### config.mk
export PLATFORM = sky130hd
export DESIGN_NAME = msp_port
export DESIGN_NICKNAME = d
export VERILOG_FILES = /design/src/verilog/msp_pkg.sv /design/src/verilog/msp_edge.sv /design/src/verilog/msp_port.sv
export SDC_FILE = /design/constraint.sdc
export NUM_CORES = 1
export LEC_CHECK = 0
export BUFFER_PORTS_ARGS = -buffer_cell sky130_fd_sc_hd__buf_2
export CORE_ASPECT_RATIO = 1.4
export CORE_MARGIN = 2
export CORE_UTILIZATION = 50
export DETAILED_ROUTE_END_ITERATION = 7
export PLACE_DENSITY = 0.71
export REMOVE_ABC_BUFFERS = 1
export SLEW_MARGIN = 15
export SYNTH_ARGS = -nofsm -noshare
export SYNTH_HDL_FRONTEND = slang
export SYNTH_HIERARCHICAL = 1
export SYNTH_SLANG_ARGS = --single-unit
### constraint.sdc
create_clock -name CLK_I -period 11.6 [get_ports CLK_I]
set_input_delay 2.32 -clock CLK_I [delete_from_list [all_inputs] [get_ports CLK_I]]
set_output_delay 2.32 -clock CLK_I [all_outputs]
set_load 0.02 [all_outputs]
### src/verilog/msp_pkg.sv
// Purpose: shared constants for the multiprotocol serial port block
// Assumes: APB slave, 32-bit data, byte addresses, one clock
// Notes:   register offsets, field positions, reset values and state enums

package msp_pkg;

	// register byte addresses
	localparam logic [7:0] A_CTRL = 8'h00;
	localparam logic [7:0] A_MODE = 8'h04;
	localparam logic [7:0] A_STAT = 8'h08;
	localparam logic [7:0] A_TXD  = 8'h0C;
	localparam logic [7:0] A_RXD  = 8'h10;
	localparam logic [7:0] A_BRG  = 8'h14;
	localparam logic [7:0] A_SYNC = 8'h18;
	localparam logic [7:0] A_MCTL = 8'h1C;

	// control register bits
	localparam int C_DTR    = 0;
	localparam int C_RTS    = 1;
	localparam int C_TXEN   = 2;
	localparam int C_RXEN   = 3;
	localparam int C_AUTO   = 4;
	localparam int C_DTRREQ = 5;
	localparam int C_REQ    = 6;
	localparam int C_REQRX  = 7;

	// mode register fields (low bit of each)
	localparam int M_SYNC   = 0;
	localparam int M_FACT   = 2;
	localparam int M_XTAL   = 4;
	localparam int M_RXSRC  = 5;
	localparam int M_TXSRC  = 7;
	localparam int M_TRXOUT = 9;
	localparam int M_TRXSEL = 10;
	localparam int M_BRGSRC = 12;

	// master control fields
	localparam int MC_MIE = 0;
	localparam int MC_CMD = 1;

	// reset values; request bit clear means the wait function
	localparam logic [7:0]  CTRL_RST = 8'h00;
	localparam logic [12:0] MODE_RST = 13'h0000;
	localparam logic [15:0] BRG_RST  = 16'h0000;
	localparam logic [7:0]  SYNC_RST = 8'h00;

	// receive and transmit mode codes
	localparam logic [1:0] SM_ASYNC = 2'h0;
	localparam logic [1:0] SM_EXT   = 2'h1;
	localparam logic [1:0] SM_INT   = 2'h2;
	localparam logic [1:0] SM_SDLC  = 2'h3;

	// clock factor minus one for x1, x16, x32, x64
	localparam logic [5:0] FM1_X1  = 6'h00;
	localparam logic [5:0] FM1_X16 = 6'h0F;
	localparam logic [5:0] FM1_X32 = 6'h1F;
	localparam logic [5:0] FM1_X64 = 6'h3F;

	// reset commands in the master control register
	localparam logic [1:0] CMD_RST_B  = 2'h1;
	localparam logic [1:0] CMD_RST_A  = 2'h2;
	localparam logic [1:0] CMD_RST_HW = 2'h3;

	localparam logic [7:0] SDLC_FLAG  = 8'h7E;
	localparam logic [1:0] IACK_WAITS = 2'h2;

	typedef enum logic [0:0] {TX_IDLE, TX_SHIFT} msp_tx_st_t;
	typedef enum logic [1:0] {RX_IDLE, RX_START, RX_DATA, RX_STOP} msp_rx_st_t;

endpackage

### src/verilog/msp_edge.sv
// Purpose: samples one pin and reports its level and both transitions
// Assumes: pin already synchronous to CLK_I
// Notes:   rise and fall are one-cycle pulses after the sampled change

`timescale 1ns/1ns
`default_nettype none

module msp_edge #(
	parameter logic RST_VAL = 1'b1
) (
	input  wire logic clk_i,
	input  wire logic rst_i,
	input  wire logic pin_i,
	output logic      level_o,
	output logic      rise_o,
	output logic      fall_o
);

	typedef struct packed {
		logic cur;
		logic prev;
	} msp_edge_t;

	msp_edge_t s;
	msp_edge_t next_s;

	// shift the sample history by one
	always_comb begin
		next_s.cur = pin_i;
		next_s.prev = s.cur;
	end

	always_ff @(posedge clk_i or posedge rst_i) begin
		if (rst_i) begin
			s <= '{cur: RST_VAL, prev: RST_VAL};
		end else begin
			s <= next_s;
		end
	end

	assign level_o = s.cur;
	assign rise_o  = s.cur & ~s.prev;
	assign fall_o  = ~s.cur & s.prev;

endmodule // msp_edge

`default_nettype wire

### src/verilog/msp_port.sv
// Purpose: one multiprotocol serial channel with modem pins, APB registers
// Assumes: all pins synchronous to CLK_I; CLK_I is the system clock
// Notes:   no phase-locked loop; its output selection carries the baud clock
//
// Behaviour
// wait/request pin is open-drain for wait, driven both ways for request.
// wait pulls low while access not ready; request asserts when port ready.
// after reset the wait/request pin performs the wait function.
// async without crystal: sync pin input only updates sync/hunt status.
// far end pulls sync low two receive clocks after last sync bit.
// external sync: assembly starts at receive edge preceding sync low.
// internal sync: sync output active only during the matching clock period.
// SDLC: sync output becomes valid on receipt of a flag.
// receive/transmit clock pin feeds receive, transmit, baud gen or crystal.
// async receive clock is 1, 16, 32 or 64 times the bit rate.
// transmit/receive clock pin is a clock input or a selectable clock output.
// terminal-ready output follows its bit, or serves as DMA request.
// send-request bit set drives the send-request output low.
// async auto enable: cleared send-request releases only after tx empties.
// auto enable: clear-to-send low enables tx, else general input.
// auto enable: carrier detect enables receiver, else general input.
// both edges of clear-to-send and carrier detect can interrupt.
// reset is held at least three system clocks by the outside.
// the serial channel keeps running while the processor is stopped.
// interrupt acknowledge cycles get two automatic wait states.
// channel B software reset command has no effect.
// clocked by the system clock; interrupt drives a shared open-drain line.

`timescale 1ns/1ns
`default_nettype none

module msp_port (
	input  wire logic        CLK_I,
	input  wire logic        RST_I,
	input  wire logic        PSEL_I,
	input  wire logic        PENABLE_I,
	input  wire logic        PWRITE_I,
	input  wire logic [7:0]  PADDR_I,
	input  wire logic [31:0] PWDATA_I,
	output logic      [31:0] PRDATA_O,
	output logic             PREADY_O,
	output logic             PSLVERR_O,
	input  wire logic        IACK_I,
	input  wire logic        RXD_I,
	output logic             TXD_O,
	input  wire logic        RX_TX_CLK_N_I,
	input  wire logic        TX_RX_CLK_N_I,
	output logic             TX_RX_CLK_N_O,
	output logic             TX_RX_CLK_N_OE,
	input  wire logic        SYNC_N_I,
	output logic             SYNC_N_O,
	output logic             SYNC_N_OE,
	output logic             W_REQ_N_O,
	output logic             W_REQ_N_OE,
	output logic             DTR_REQ_N_O,
	output logic             RTS_N_O,
	input  wire logic        CTS_N_I,
	input  wire logic        CARRIER_DET_N_I,
	output logic             INT_N_O,
	output logic             INT_N_OE
);

	typedef struct packed {
		logic [7:0]           ctrl;
		logic [12:0]          mode;
		logic                 mie;
		logic [15:0]          brg_tc;
		logic [7:0]           sync_chr;
		logic [15:0]          brg_cnt;
		logic                 brg_lvl;
		logic                 tx_full;
		logic [7:0]           tx_hold;
		logic [9:0]           tx_sh;
		logic [3:0]           tx_bits;
		logic [5:0]           tx_ph;
		msp_pkg::msp_tx_st_t  tx_st;
		logic                 txd;
		msp_pkg::msp_rx_st_t  rx_st;
		logic [7:0]           rx_sh;
		logic [3:0]           rx_bits;
		logic [5:0]           rx_ph;
		logic [7:0]           rx_data;
		logic                 rx_full;
		logic                 rx_ferr;
		logic                 hunt;
		logic                 sync_act;
		logic                 cts_edge;
		logic                 dcd_edge;
		logic                 sync_edge;
		logic                 rts_low;
		logic [1:0]           wait_cnt;
		logic                 tx_rx_clock_pin_o;
	} msp_state_t;

	msp_state_t s;
	msp_state_t next_s;

	logic rx_tx_clock_pin_lvl;
	logic rx_tx_clock_pin_rise;
	logic tx_rx_clock_pin_lvl;
	logic tx_rx_clock_pin_rise;
	logic cts_lvl;
	logic cts_rise;
	logic cts_fall;
	logic dcd_lvl;
	logic dcd_rise;
	logic dcd_fall;
	logic sync_lvl;
	logic sync_rise;
	logic sync_fall;

	// pin samplers; idle level of active-low pins is high
	msp_edge #(.RST_VAL(1'b1)) u_rx_tx_clock_pin (.clk_i(CLK_I), .rst_i(RST_I),
		.pin_i(RX_TX_CLK_N_I), .level_o(rx_tx_clock_pin_lvl), .rise_o(rx_tx_clock_pin_rise),
		.fall_o());
	msp_edge #(.RST_VAL(1'b1)) u_tx_rx_clock_pin (.clk_i(CLK_I), .rst_i(RST_I),
		.pin_i(TX_RX_CLK_N_I), .level_o(tx_rx_clock_pin_lvl), .rise_o(tx_rx_clock_pin_rise),
		.fall_o());
	msp_edge #(.RST_VAL(1'b1)) u_cts (.clk_i(CLK_I), .rst_i(RST_I),
		.pin_i(CTS_N_I), .level_o(cts_lvl), .rise_o(cts_rise),
		.fall_o(cts_fall));
	msp_edge #(.RST_VAL(1'b1)) u_dcd (.clk_i(CLK_I), .rst_i(RST_I),
		.pin_i(CARRIER_DET_N_I), .level_o(dcd_lvl), .rise_o(dcd_rise),
		.fall_o(dcd_fall));
	msp_edge #(.RST_VAL(1'b1)) u_sync (.clk_i(CLK_I), .rst_i(RST_I),
		.pin_i(SYNC_N_I), .level_o(sync_lvl), .rise_o(sync_rise),
		.fall_o(sync_fall));

	logic [1:0] smode;
	logic       async_m;
	logic       xtal;
	logic       trx_out;
	logic [5:0] fm1;
	logic       brg_en;
	logic       brg_tick;
	logic       tx_tick;
	logic       rx_tick;
	logic       cts_on;
	logic       dcd_on;
	logic       all_sent;
	logic       wait_m;
	logic       acc;
	logic       stall;
	logic       done;
	logic       mapped;

	// pick one clock tick source: 0 pin one, 1 pin two, else baud gen
	function automatic logic src_tick(input logic [1:0] sel, input logic r1,
		input logic r2, input logic b, input logic out);
		src_tick = (sel == 2'h0) ? r1 : (sel == 2'h1) ? (r2 & ~out) : b;
	endfunction

	assign smode   = s.mode[msp_pkg::M_SYNC +: 2];
	assign async_m = (smode == msp_pkg::SM_ASYNC);
	assign xtal    = s.mode[msp_pkg::M_XTAL];
	assign trx_out = s.mode[msp_pkg::M_TRXOUT];
	assign cts_on  = ~cts_lvl;
	assign dcd_on  = ~dcd_lvl;
	assign all_sent = (s.tx_st == msp_pkg::TX_IDLE) & ~s.tx_full;

	// baud generator may count system clocks or pin edges
	assign brg_en   = s.mode[msp_pkg::M_BRGSRC] ? rx_tx_clock_pin_rise : 1'b1;
	assign brg_tick = brg_en & (s.brg_cnt == 16'h0000);
	assign tx_tick  = src_tick(s.mode[msp_pkg::M_TXSRC +: 2], rx_tx_clock_pin_rise,
		tx_rx_clock_pin_rise, brg_tick, trx_out);
	assign rx_tick  = src_tick(s.mode[msp_pkg::M_RXSRC +: 2], rx_tx_clock_pin_rise,
		tx_rx_clock_pin_rise, brg_tick, trx_out);

	// clock factor, async only; synchronous modes run at x1
	always_comb begin
		unique case (s.mode[msp_pkg::M_FACT +: 2])
			2'h0: fm1 = msp_pkg::FM1_X1;
			2'h1: fm1 = msp_pkg::FM1_X16;
			2'h2: fm1 = msp_pkg::FM1_X32;
			2'h3: fm1 = msp_pkg::FM1_X64;
		endcase
		if (!async_m) begin
			fm1 = msp_pkg::FM1_X1;
		end
	end

	// wait function stalls the bus on data access that is not ready
	assign wait_m = ~s.ctrl[msp_pkg::C_REQ];
	assign acc    = PSEL_I & PENABLE_I;
	assign stall  = wait_m & acc & (
		(PWRITE_I & (PADDR_I == msp_pkg::A_TXD) & s.tx_full) |
		(~PWRITE_I & (PADDR_I == msp_pkg::A_RXD) & ~s.rx_full));
	assign done   = acc & ~stall;
	assign mapped = (PADDR_I[1:0] == 2'h0) && (PADDR_I <= msp_pkg::A_MCTL);

	// next-state logic; no stop input exists, so nothing here ever halts
	always_comb begin
		next_s = s;

		// a data read clears first, so an arrival later on in here wins
		if (done & ~PWRITE_I & (PADDR_I == msp_pkg::A_RXD)) begin
			next_s.rx_full = 1'b0;
		end

		// baud generator reload and output toggle
		if (brg_en) begin
			if (s.brg_cnt == 16'h0000) begin
				next_s.brg_cnt = s.brg_tc;
				next_s.brg_lvl = ~s.brg_lvl;
			end else begin
				next_s.brg_cnt = s.brg_cnt - 16'h0001;
			end
		end

		// clock output selection; no loop, so the phase slot carries baud
		unique case (s.mode[msp_pkg::M_TRXSEL +: 2])
			2'h0: next_s.tx_rx_clock_pin_o = (s.mode[msp_pkg::M_TXSRC +: 2] == 2'h0) ?
				rx_tx_clock_pin_lvl : s.brg_lvl;
			2'h1: next_s.tx_rx_clock_pin_o = s.brg_lvl;
			2'h2: next_s.tx_rx_clock_pin_o = s.brg_lvl;
			2'h3: next_s.tx_rx_clock_pin_o = rx_tx_clock_pin_lvl;
		endcase

		// transmitter; clear-to-send gates the start under auto enable
		unique case (s.tx_st)
			msp_pkg::TX_IDLE: begin
				if (tx_tick & s.tx_full & s.ctrl[msp_pkg::C_TXEN] &
					(~s.ctrl[msp_pkg::C_AUTO] | cts_on)) begin
					next_s.tx_sh = async_m ? {1'b1, s.tx_hold, 1'b0} :
						{2'b11, s.tx_hold};
					next_s.tx_bits = async_m ? 4'hA : 4'h8;
					next_s.txd = async_m ? 1'b0 : s.tx_hold[0];
					next_s.tx_full = 1'b0;
					next_s.tx_ph = fm1;
					next_s.tx_st = msp_pkg::TX_SHIFT;
				end
			end
			msp_pkg::TX_SHIFT: begin
				if (tx_tick) begin
					if (s.tx_ph != 6'h00) begin
						next_s.tx_ph = s.tx_ph - 6'h01;
					end else begin
						next_s.tx_ph = fm1;
						next_s.tx_bits = s.tx_bits - 4'h1;
						next_s.tx_sh = {1'b1, s.tx_sh[9:1]};
						next_s.txd = s.tx_sh[1];
						if (s.tx_bits == 4'h1) begin
							next_s.txd = 1'b1;
							next_s.tx_st = msp_pkg::TX_IDLE;
						end
					end
				end
			end
		endcase

		// asynchronous receiver, enabled by carrier detect under auto
		if (async_m) begin
			next_s.hunt = ~sync_lvl;
			if (rx_tick & s.ctrl[msp_pkg::C_RXEN] &
				(~s.ctrl[msp_pkg::C_AUTO] | dcd_on)) begin
				unique case (s.rx_st)
					msp_pkg::RX_IDLE: begin
						if (!RXD_I) begin
							next_s.rx_bits = 4'h0;
							next_s.rx_ph = (fm1 == 6'h00) ? 6'h00 :
								{1'b0, fm1[5:1]} - 6'h01;
							next_s.rx_st = (fm1 == 6'h00) ?
								msp_pkg::RX_DATA : msp_pkg::RX_START;
						end
					end
					msp_pkg::RX_START: begin
						if (s.rx_ph != 6'h00) begin
							next_s.rx_ph = s.rx_ph - 6'h01;
						end else begin
							next_s.rx_ph = fm1;
							next_s.rx_st = RXD_I ? msp_pkg::RX_IDLE :
								msp_pkg::RX_DATA;
						end
					end
					msp_pkg::RX_DATA: begin
						if (s.rx_ph != 6'h00) begin
							next_s.rx_ph = s.rx_ph - 6'h01;
						end else begin
							next_s.rx_ph = fm1;
							next_s.rx_sh = {RXD_I, s.rx_sh[7:1]};
							next_s.rx_bits = s.rx_bits + 4'h1;
							if (s.rx_bits == 4'h7) begin
								next_s.rx_st = msp_pkg::RX_STOP;
							end
						end
					end
					msp_pkg::RX_STOP: begin
						if (s.rx_ph != 6'h00) begin
							next_s.rx_ph = s.rx_ph - 6'h01;
						end else begin
							next_s.rx_data = s.rx_sh;
							next_s.rx_full = 1'b1;
							next_s.rx_ferr = ~RXD_I;
							next_s.rx_st = msp_pkg::RX_IDLE;
						end
					end
				endcase
			end
		end else begin
			// external sync: the bit taken at the preceding edge is bit one
			if ((smode == msp_pkg::SM_EXT) & ~xtal & s.hunt & sync_fall) begin
				next_s.hunt = 1'b0;
				next_s.rx_bits = 4'h1;
			end
			if (rx_tick & s.ctrl[msp_pkg::C_RXEN] &
				(~s.ctrl[msp_pkg::C_AUTO] | dcd_on)) begin
				next_s.rx_sh = {RXD_I, s.rx_sh[7:1]};
				// match runs on every bit, regardless of character boundary
				next_s.sync_act =
					((smode == msp_pkg::SM_INT) &
					({RXD_I, s.rx_sh[7:1]} == s.sync_chr)) |
					((smode == msp_pkg::SM_SDLC) &
					({RXD_I, s.rx_sh[7:1]} == msp_pkg::SDLC_FLAG));
				if (s.hunt) begin
					if (next_s.sync_act) begin
						next_s.hunt = 1'b0;
						next_s.rx_bits = 4'h0;
					end
				end else if (next_s.rx_bits == 4'h7) begin
					next_s.rx_data = {RXD_I, s.rx_sh[7:1]};
					next_s.rx_full = 1'b1;
					next_s.rx_bits = 4'h0;
				end else begin
					next_s.rx_bits = next_s.rx_bits + 4'h1;
				end
			end
		end

		// send-request release waits for an empty transmitter under async auto
		next_s.rts_low = s.ctrl[msp_pkg::C_RTS] | (async_m &
			s.ctrl[msp_pkg::C_AUTO] & s.rts_low & ~all_sent);

		// acknowledge cycle wait states
		if (IACK_I) begin
			next_s.wait_cnt = msp_pkg::IACK_WAITS;
		end else if (s.wait_cnt != 2'h0) begin
			next_s.wait_cnt = s.wait_cnt - 2'h1;
		end

		// register writes; status bits 6 to 9 (edge flags, framing error) are write-one-to-clear
		if (done & PWRITE_I) begin
			unique case (PADDR_I)
				msp_pkg::A_CTRL: next_s.ctrl = PWDATA_I[7:0];
				msp_pkg::A_MODE: begin
					next_s.mode = PWDATA_I[12:0];
					next_s.hunt = 1'b1;
				end
				msp_pkg::A_STAT: begin
					next_s.cts_edge = s.cts_edge & ~PWDATA_I[6];
					next_s.dcd_edge = s.dcd_edge & ~PWDATA_I[7];
					next_s.sync_edge = s.sync_edge & ~PWDATA_I[8];
					next_s.rx_ferr = s.rx_ferr & ~PWDATA_I[9];
				end
				msp_pkg::A_TXD: begin
					if (!s.tx_full) begin
						next_s.tx_hold = PWDATA_I[7:0];
						next_s.tx_full = 1'b1;
					end
				end
				msp_pkg::A_BRG: next_s.brg_tc = PWDATA_I[15:0];
				msp_pkg::A_SYNC: next_s.sync_chr = PWDATA_I[7:0];
				msp_pkg::A_MCTL: begin
					next_s.mie = PWDATA_I[msp_pkg::MC_MIE];
					// only one channel: the channel B command falls through
					if (PWDATA_I[msp_pkg::MC_CMD +: 2] == msp_pkg::CMD_RST_A ||
						PWDATA_I[msp_pkg::MC_CMD +: 2] == msp_pkg::CMD_RST_HW) begin
						next_s.ctrl = msp_pkg::CTRL_RST;
						next_s.mode = msp_pkg::MODE_RST;
						next_s.tx_full = 1'b0;
						next_s.tx_st = msp_pkg::TX_IDLE;
						next_s.txd = 1'b1;
						next_s.rx_st = msp_pkg::RX_IDLE;
						next_s.rx_full = 1'b0;
						next_s.hunt = 1'b1;
					end
				end
				default: ;
			endcase
		end
		// both edges of modem inputs latch; set beats clear
		next_s.cts_edge = next_s.cts_edge | cts_rise | cts_fall;
		next_s.dcd_edge = next_s.dcd_edge | dcd_rise | dcd_fall;
		next_s.sync_edge = next_s.sync_edge |
			((sync_rise | sync_fall) & async_m & ~xtal);
	end

	// outside reset holds at least three clocks; one edge is enough here
	always_ff @(posedge CLK_I or posedge RST_I) begin
		if (RST_I) begin
			s <= '0;
			s.ctrl <= msp_pkg::CTRL_RST;
			s.mode <= msp_pkg::MODE_RST;
			s.brg_tc <= msp_pkg::BRG_RST;
			s.sync_chr <= msp_pkg::SYNC_RST;
			s.txd <= 1'b1;
			s.hunt <= 1'b1;
			s.tx_rx_clock_pin_o <= 1'b1;
			s.tx_st <= msp_pkg::TX_IDLE;
			s.rx_st <= msp_pkg::RX_IDLE;
		end else begin
			s <= next_s;
		end
	end

	// register read mux; unmapped addresses answer with an error
	always_comb begin
		PRDATA_O = 32'h0000_0000;
		unique case (PADDR_I)
			msp_pkg::A_CTRL: PRDATA_O = {24'h000000, s.ctrl};
			msp_pkg::A_MODE: PRDATA_O = {19'h00000, s.mode};
			msp_pkg::A_STAT: PRDATA_O = {22'h000000, s.rx_ferr, s.sync_edge,
				s.dcd_edge, s.cts_edge, s.hunt, dcd_on, cts_on, all_sent,
				~s.tx_full, s.rx_full};
			msp_pkg::A_RXD:  PRDATA_O = {24'h000000, s.rx_data};
			msp_pkg::A_BRG:  PRDATA_O = {16'h0000, s.brg_tc};
			msp_pkg::A_SYNC: PRDATA_O = {24'h000000, s.sync_chr};
			msp_pkg::A_MCTL: PRDATA_O = {31'h00000000, s.mie};
			default:         PRDATA_O = 32'h0000_0000;
		endcase
	end
	assign PREADY_O  = ~stall;
	assign PSLVERR_O = done & ~mapped;

	// wait: open drain, low while stalled or acknowledging; request: push-pull
	assign W_REQ_N_OE = wait_m ? (stall | (s.wait_cnt != 2'h0)) : 1'b1;
	assign W_REQ_N_O  = wait_m ? 1'b0 : ~(s.ctrl[msp_pkg::C_REQRX] ?
		s.rx_full : ~s.tx_full);

	// modem and line outputs
	assign DTR_REQ_N_O = s.ctrl[msp_pkg::C_DTRREQ] ?
		~(~s.tx_full & s.ctrl[msp_pkg::C_TXEN]) :
		~s.ctrl[msp_pkg::C_DTR];
	assign RTS_N_O = ~s.rts_low;
	assign TXD_O   = s.txd;

	// sync pin drives only in internal sync and flag modes, never with crystal
	assign SYNC_N_OE = ((smode == msp_pkg::SM_INT) |
		(smode == msp_pkg::SM_SDLC)) & ~xtal;
	assign SYNC_N_O  = ~s.sync_act;

	assign TX_RX_CLK_N_OE = trx_out;
	assign TX_RX_CLK_N_O  = s.tx_rx_clock_pin_o;

	// shared interrupt line is only ever pulled low
	assign INT_N_O  = 1'b0;
	assign INT_N_OE = s.mie & (s.cts_edge | s.dcd_edge | s.sync_edge);

endmodule // msp_port

`default_nettype wire

# Word level (Yosys, flattened, before mapping)
# Index checks and enable logic that the tools add are counted.
[totals]
register_bits = 143
input_bits = 52
output_inout_bits = 45
[classes]
addsub = 8
n_lt_le_gt_ge = 1
n_eq_ne = 42
n_mux = 85
bitwise = 91
n_reduce_logical = 35
[op_table]
columns = ["cell", "n"]
rows = [
  ["case mux 16 bit (7 select lines)", 1],
  ["two-way mux 9 bit", 7],
  ["bitwise AND 1 bit", 45],
  ["two-way mux 22 bit", 2],
  ["case mux 22 bit (2 select lines)", 1],
  ["== test 8 x 5 -> 1 bit (second input constant)", 4],
  ["two-way mux 4 bit", 8],
  ["inverter 1 bit", 31],
  ["two-way mux 10 bit", 3],
  ["two-way mux 30 bit", 1],
  ["two-way mux 6 bit", 5],
  ["two-way mux 14 bit", 2],
  ["two-way mux 2 bit", 13],
  ["case mux 13 bit (2 select lines)", 1],
  ["two-way mux 1 bit", 24],
  ["two-way mux 12 bit", 2],
  ["case mux 6 bit (4 select lines)", 1],
  ["two-way mux 21 bit", 1],
  ["== test 2 bit (second input constant)", 10],
  ["case mux 6 bit (3 select lines)", 1],
  ["== test 8 x 4 -> 1 bit (second input constant)", 2],
  ["logical NOT 16 bit", 1],
  ["two-way mux 16 bit", 1],
  ["two-way mux 8 bit", 2],
  ["other kinds (36)", 93],
]

# Logic depth before layout (Yosys ltp)
[logic_depth]
ltp_word = 17
ltp_mapped = 11

# By module
# The synthesis kept the hierarchy.
[modules_own_cells]
columns = ["module", "n_inst", "cells_each", "area_per_inst_um2", "seq_area_each_um2"]
rows = [
  ["msp_port", 1, 809, 7812.5, 3306.9],
  ["msp_edge", 5, 5, 71.3, 52.6],
]

# Least setup slack after synthesis
# Ideal clock, no wire load.
[synth_timing]
kind = "input port to output port"
start = "in PADDR_I[1]"
end = "out PRDATA_O[4]"
arrival_ns = 4.013
t_required_ns = 9.280
path_slack_ns = 5.267
stages = 7
path_buffers = 2
cell_sequence = "or4_4 > or3_1 > buf_6 > nor2_8 > buf_2 > a22oi_1 > nand3_1"
[synth_between]
elab_chain_cells = 2
word_cells_on_any_way = 8
classes_between = "6 x eq/ne; 1 x mux; 1 x reduce/logical"
[synth_lines]
columns = ["element", "line_no", "text"]
rows = [
  ["from (decl)", "msp_port.sv:38", "input wire logic [7:0] PADDR_I,"],
  ["== test 8 x 5 -> 1 bit, or another cell as far along", "msp_port.sv:408", "unique case (PADDR_I)"],
  ["case mux 16 bit (7 select lines) *", "msp_port.sv:408", ""],
  ["to (decl)", "msp_port.sv:40", "output logic [31:0] PRDATA_O,"],
]
# Mark *: on every way between the ends. The rest lies on a longest branch, timed or not.

# Final worst setup path
[layout_timing]
start = "in PADDR_I[1]"
end = "out PRDATA_O[1]"
# Same word-level chain as after synthesis.

==> results_dict.tcl <==
set metrics [dict create \
    vias_per_cell 5.99 \
    nets 949 \
    synth_cells 832 \
    dpl.hpwl_um 15100 \
    hold_viol 0 \
    cts_buffers 17 \
    rsz0062_at_grt "false" \
    worst_ep_arrival_time_ps 4640 \
    largest_register "s" \
    place_congestion 0.910 \
    critPathMaxFanout 7 \
    avgRoutedWirePerCell_um 19.1 \
    worstPathRequired_ps 9280 \
    rr_worst_depth 7 \
    power.density_nw_per_um2 165 \
    max-vdd-ir-drop_v 0.000117 \
    hold_path.class "reg2reg" \
    ant_nets 0 \
    clock_sinks 142 \
    syn-cell-area_um2 8150 \
    leakage_nw 4.26 \
    root_buffer "clkbuf_16" \
    crit_type "in2out" \
    cp-end-kind "primary output" \
    setup_viol 0 \
    r2r_slack_ps 7720 \
    grt_overflow 0 \
    post_cts_buffers 0 \
    h-tree-depth 4 \
    reg2reg_to "s[43]" \
    postCtsHoldBufs 0 \
    clk_pin_slew_ps 60 \
    cp-endpoint "PRDATA_O[1]" \
    die_x_um 112 \
    grt_antenna_before_repair 0 \
    drt_pre_antenna_iters 5 \
    drive_gt1_frac 0.225 \
    layout_min_cycle_time_ps 6960 \
    route.detailed.drc 0 \
    fmax_mhz 144 \
    grt_pass1_wl_um 33200 \
    start_util 0.508 \
    power.total_mw 1.50 \
    setup_tns_ps 0 \
    area_growth_pct 11.8 \
    fin_util 0.568 \
    avgSynthCellArea_um2 9.80 \
    post_cts_resized 0 \
    fin_skew_ps 5.86 \
    drt_iter0_markers 546 \
    drv_cap 0 \
    num_rows 55 \
    die_height_um 155 \
    largest_register_ffs 129 \
    status "completed" \
    maxSlewHeadroom 0.297 \
    timing.rr.start "u_rx_tx_clock_pin/level_o" \
    grt_pass1_vias 6203 \
    fp.dieArea_um2 17400 \
    io_pins 97 \
    antennaDiodeCount 0 \
    vias 6554 \
    fin_crit_sh 0.600 \
    clock_path_buffers 2 \
    track_usage 0.247 \
    yosysWarnings 6 \
    clock_latency_ps 430 \
    startpoint "PADDR_I[1]" \
    cts_tree "built" \
    coreArea_um2 16000 \
    worst_pin_slew_ps 1050 \
    wl_um 20800 \
    startpoint_type "primary input" \
    io_buffers 63 \
    slew_viol_final 0 \
    grt_max_degree 69 \
]
[how the worst min path moves through the flow]
stage                         startpoint                     end  depth (start not counted)
6_report       u_tx_rx_clock_pin/level_o  u_tx_rx_clock_pin/s[0]                          0
5_1_grt        u_tx_rx_clock_pin/level_o  u_tx_rx_clock_pin/s[0]                          0
4_1_cts        u_tx_rx_clock_pin/level_o  u_tx_rx_clock_pin/s[0]                          0
3_5_place_dp   u_tx_rx_clock_pin/level_o  u_tx_rx_clock_pin/s[0]                          0
3_3_place_gp   u_tx_rx_clock_pin/level_o  u_tx_rx_clock_pin/s[0]                          0
2_1_floorplan  u_tx_rx_clock_pin/level_o  u_tx_rx_clock_pin/s[0]                          0
[where the power goes]
group / switching (mW) / total [mW] / internal, mW
sequential: 0.0915 / 0.662 / 0.570
clock: 0.215 / 0.549 / 0.335
combinational: 0.162 / 0.293 / 0.131
[layout by cell type (no fill, tap or decap), types with 13 or more instances in the layout]
cell type	count
dfrtp_1	129
nand2_1	108
buf_2	63
a21oi_1	44
nor2_1	44
o21ai_0	38
inv_1	37
mux2_2	37
a22oi_1	27
nand3_1	24
conb_1	17
clkbuf_16	17
ha_1	15
mux2_4	14
dfstp_2	13
nand2b_1	13
[worst max-delay path, cell delays in order]
cell and delay (ps):
buf_2 100, or4_4 560, or3_1 520, nor2_1 530, a22oi_1 230, nand3_1 190
buf_2 190
[stage by stage]
stage / hold WS, ps / area, um2 / setup WS, ps / std cells
after floorplan: 351 / 7900 / 5260 / 795
after global routing: 373 / 9110 / 4530 / 1094
after CTS: 368 / 9110 / 4470 / 1094
after global placement: 355 / 8510 / 4510 / 1062
final: 368 / 9110 / 4640 / 1094
after detailed placement: 359 / 8510 / 4490 / 1062
[area by class of cell]
cell class / count / area (um2)
Clock buffer: 20 / 467
Clock inverter: 12 / 135
Fill cell: 1423 / 6920
Inverter: 38 / 148
Multi-Input combinational cell: 615 / 4190
Sequential cell: 142 / 3570
Tap cell: 199 / 249
Timing Repair Buffer: 68 / 353
[layer usage]
layer / track usage / vias to the layer above / routed length (um)
li1: - / 3083 / -
met4: 0.148 / 0 / 1110
met3: 0.0393 / 62 / 812
met5: 0 / - / 0
met2: 0.413 / 197 / 10400
met1: 0.301 / 3212 / 8470
No activity file was read; power rests on OpenSTA's default activity.
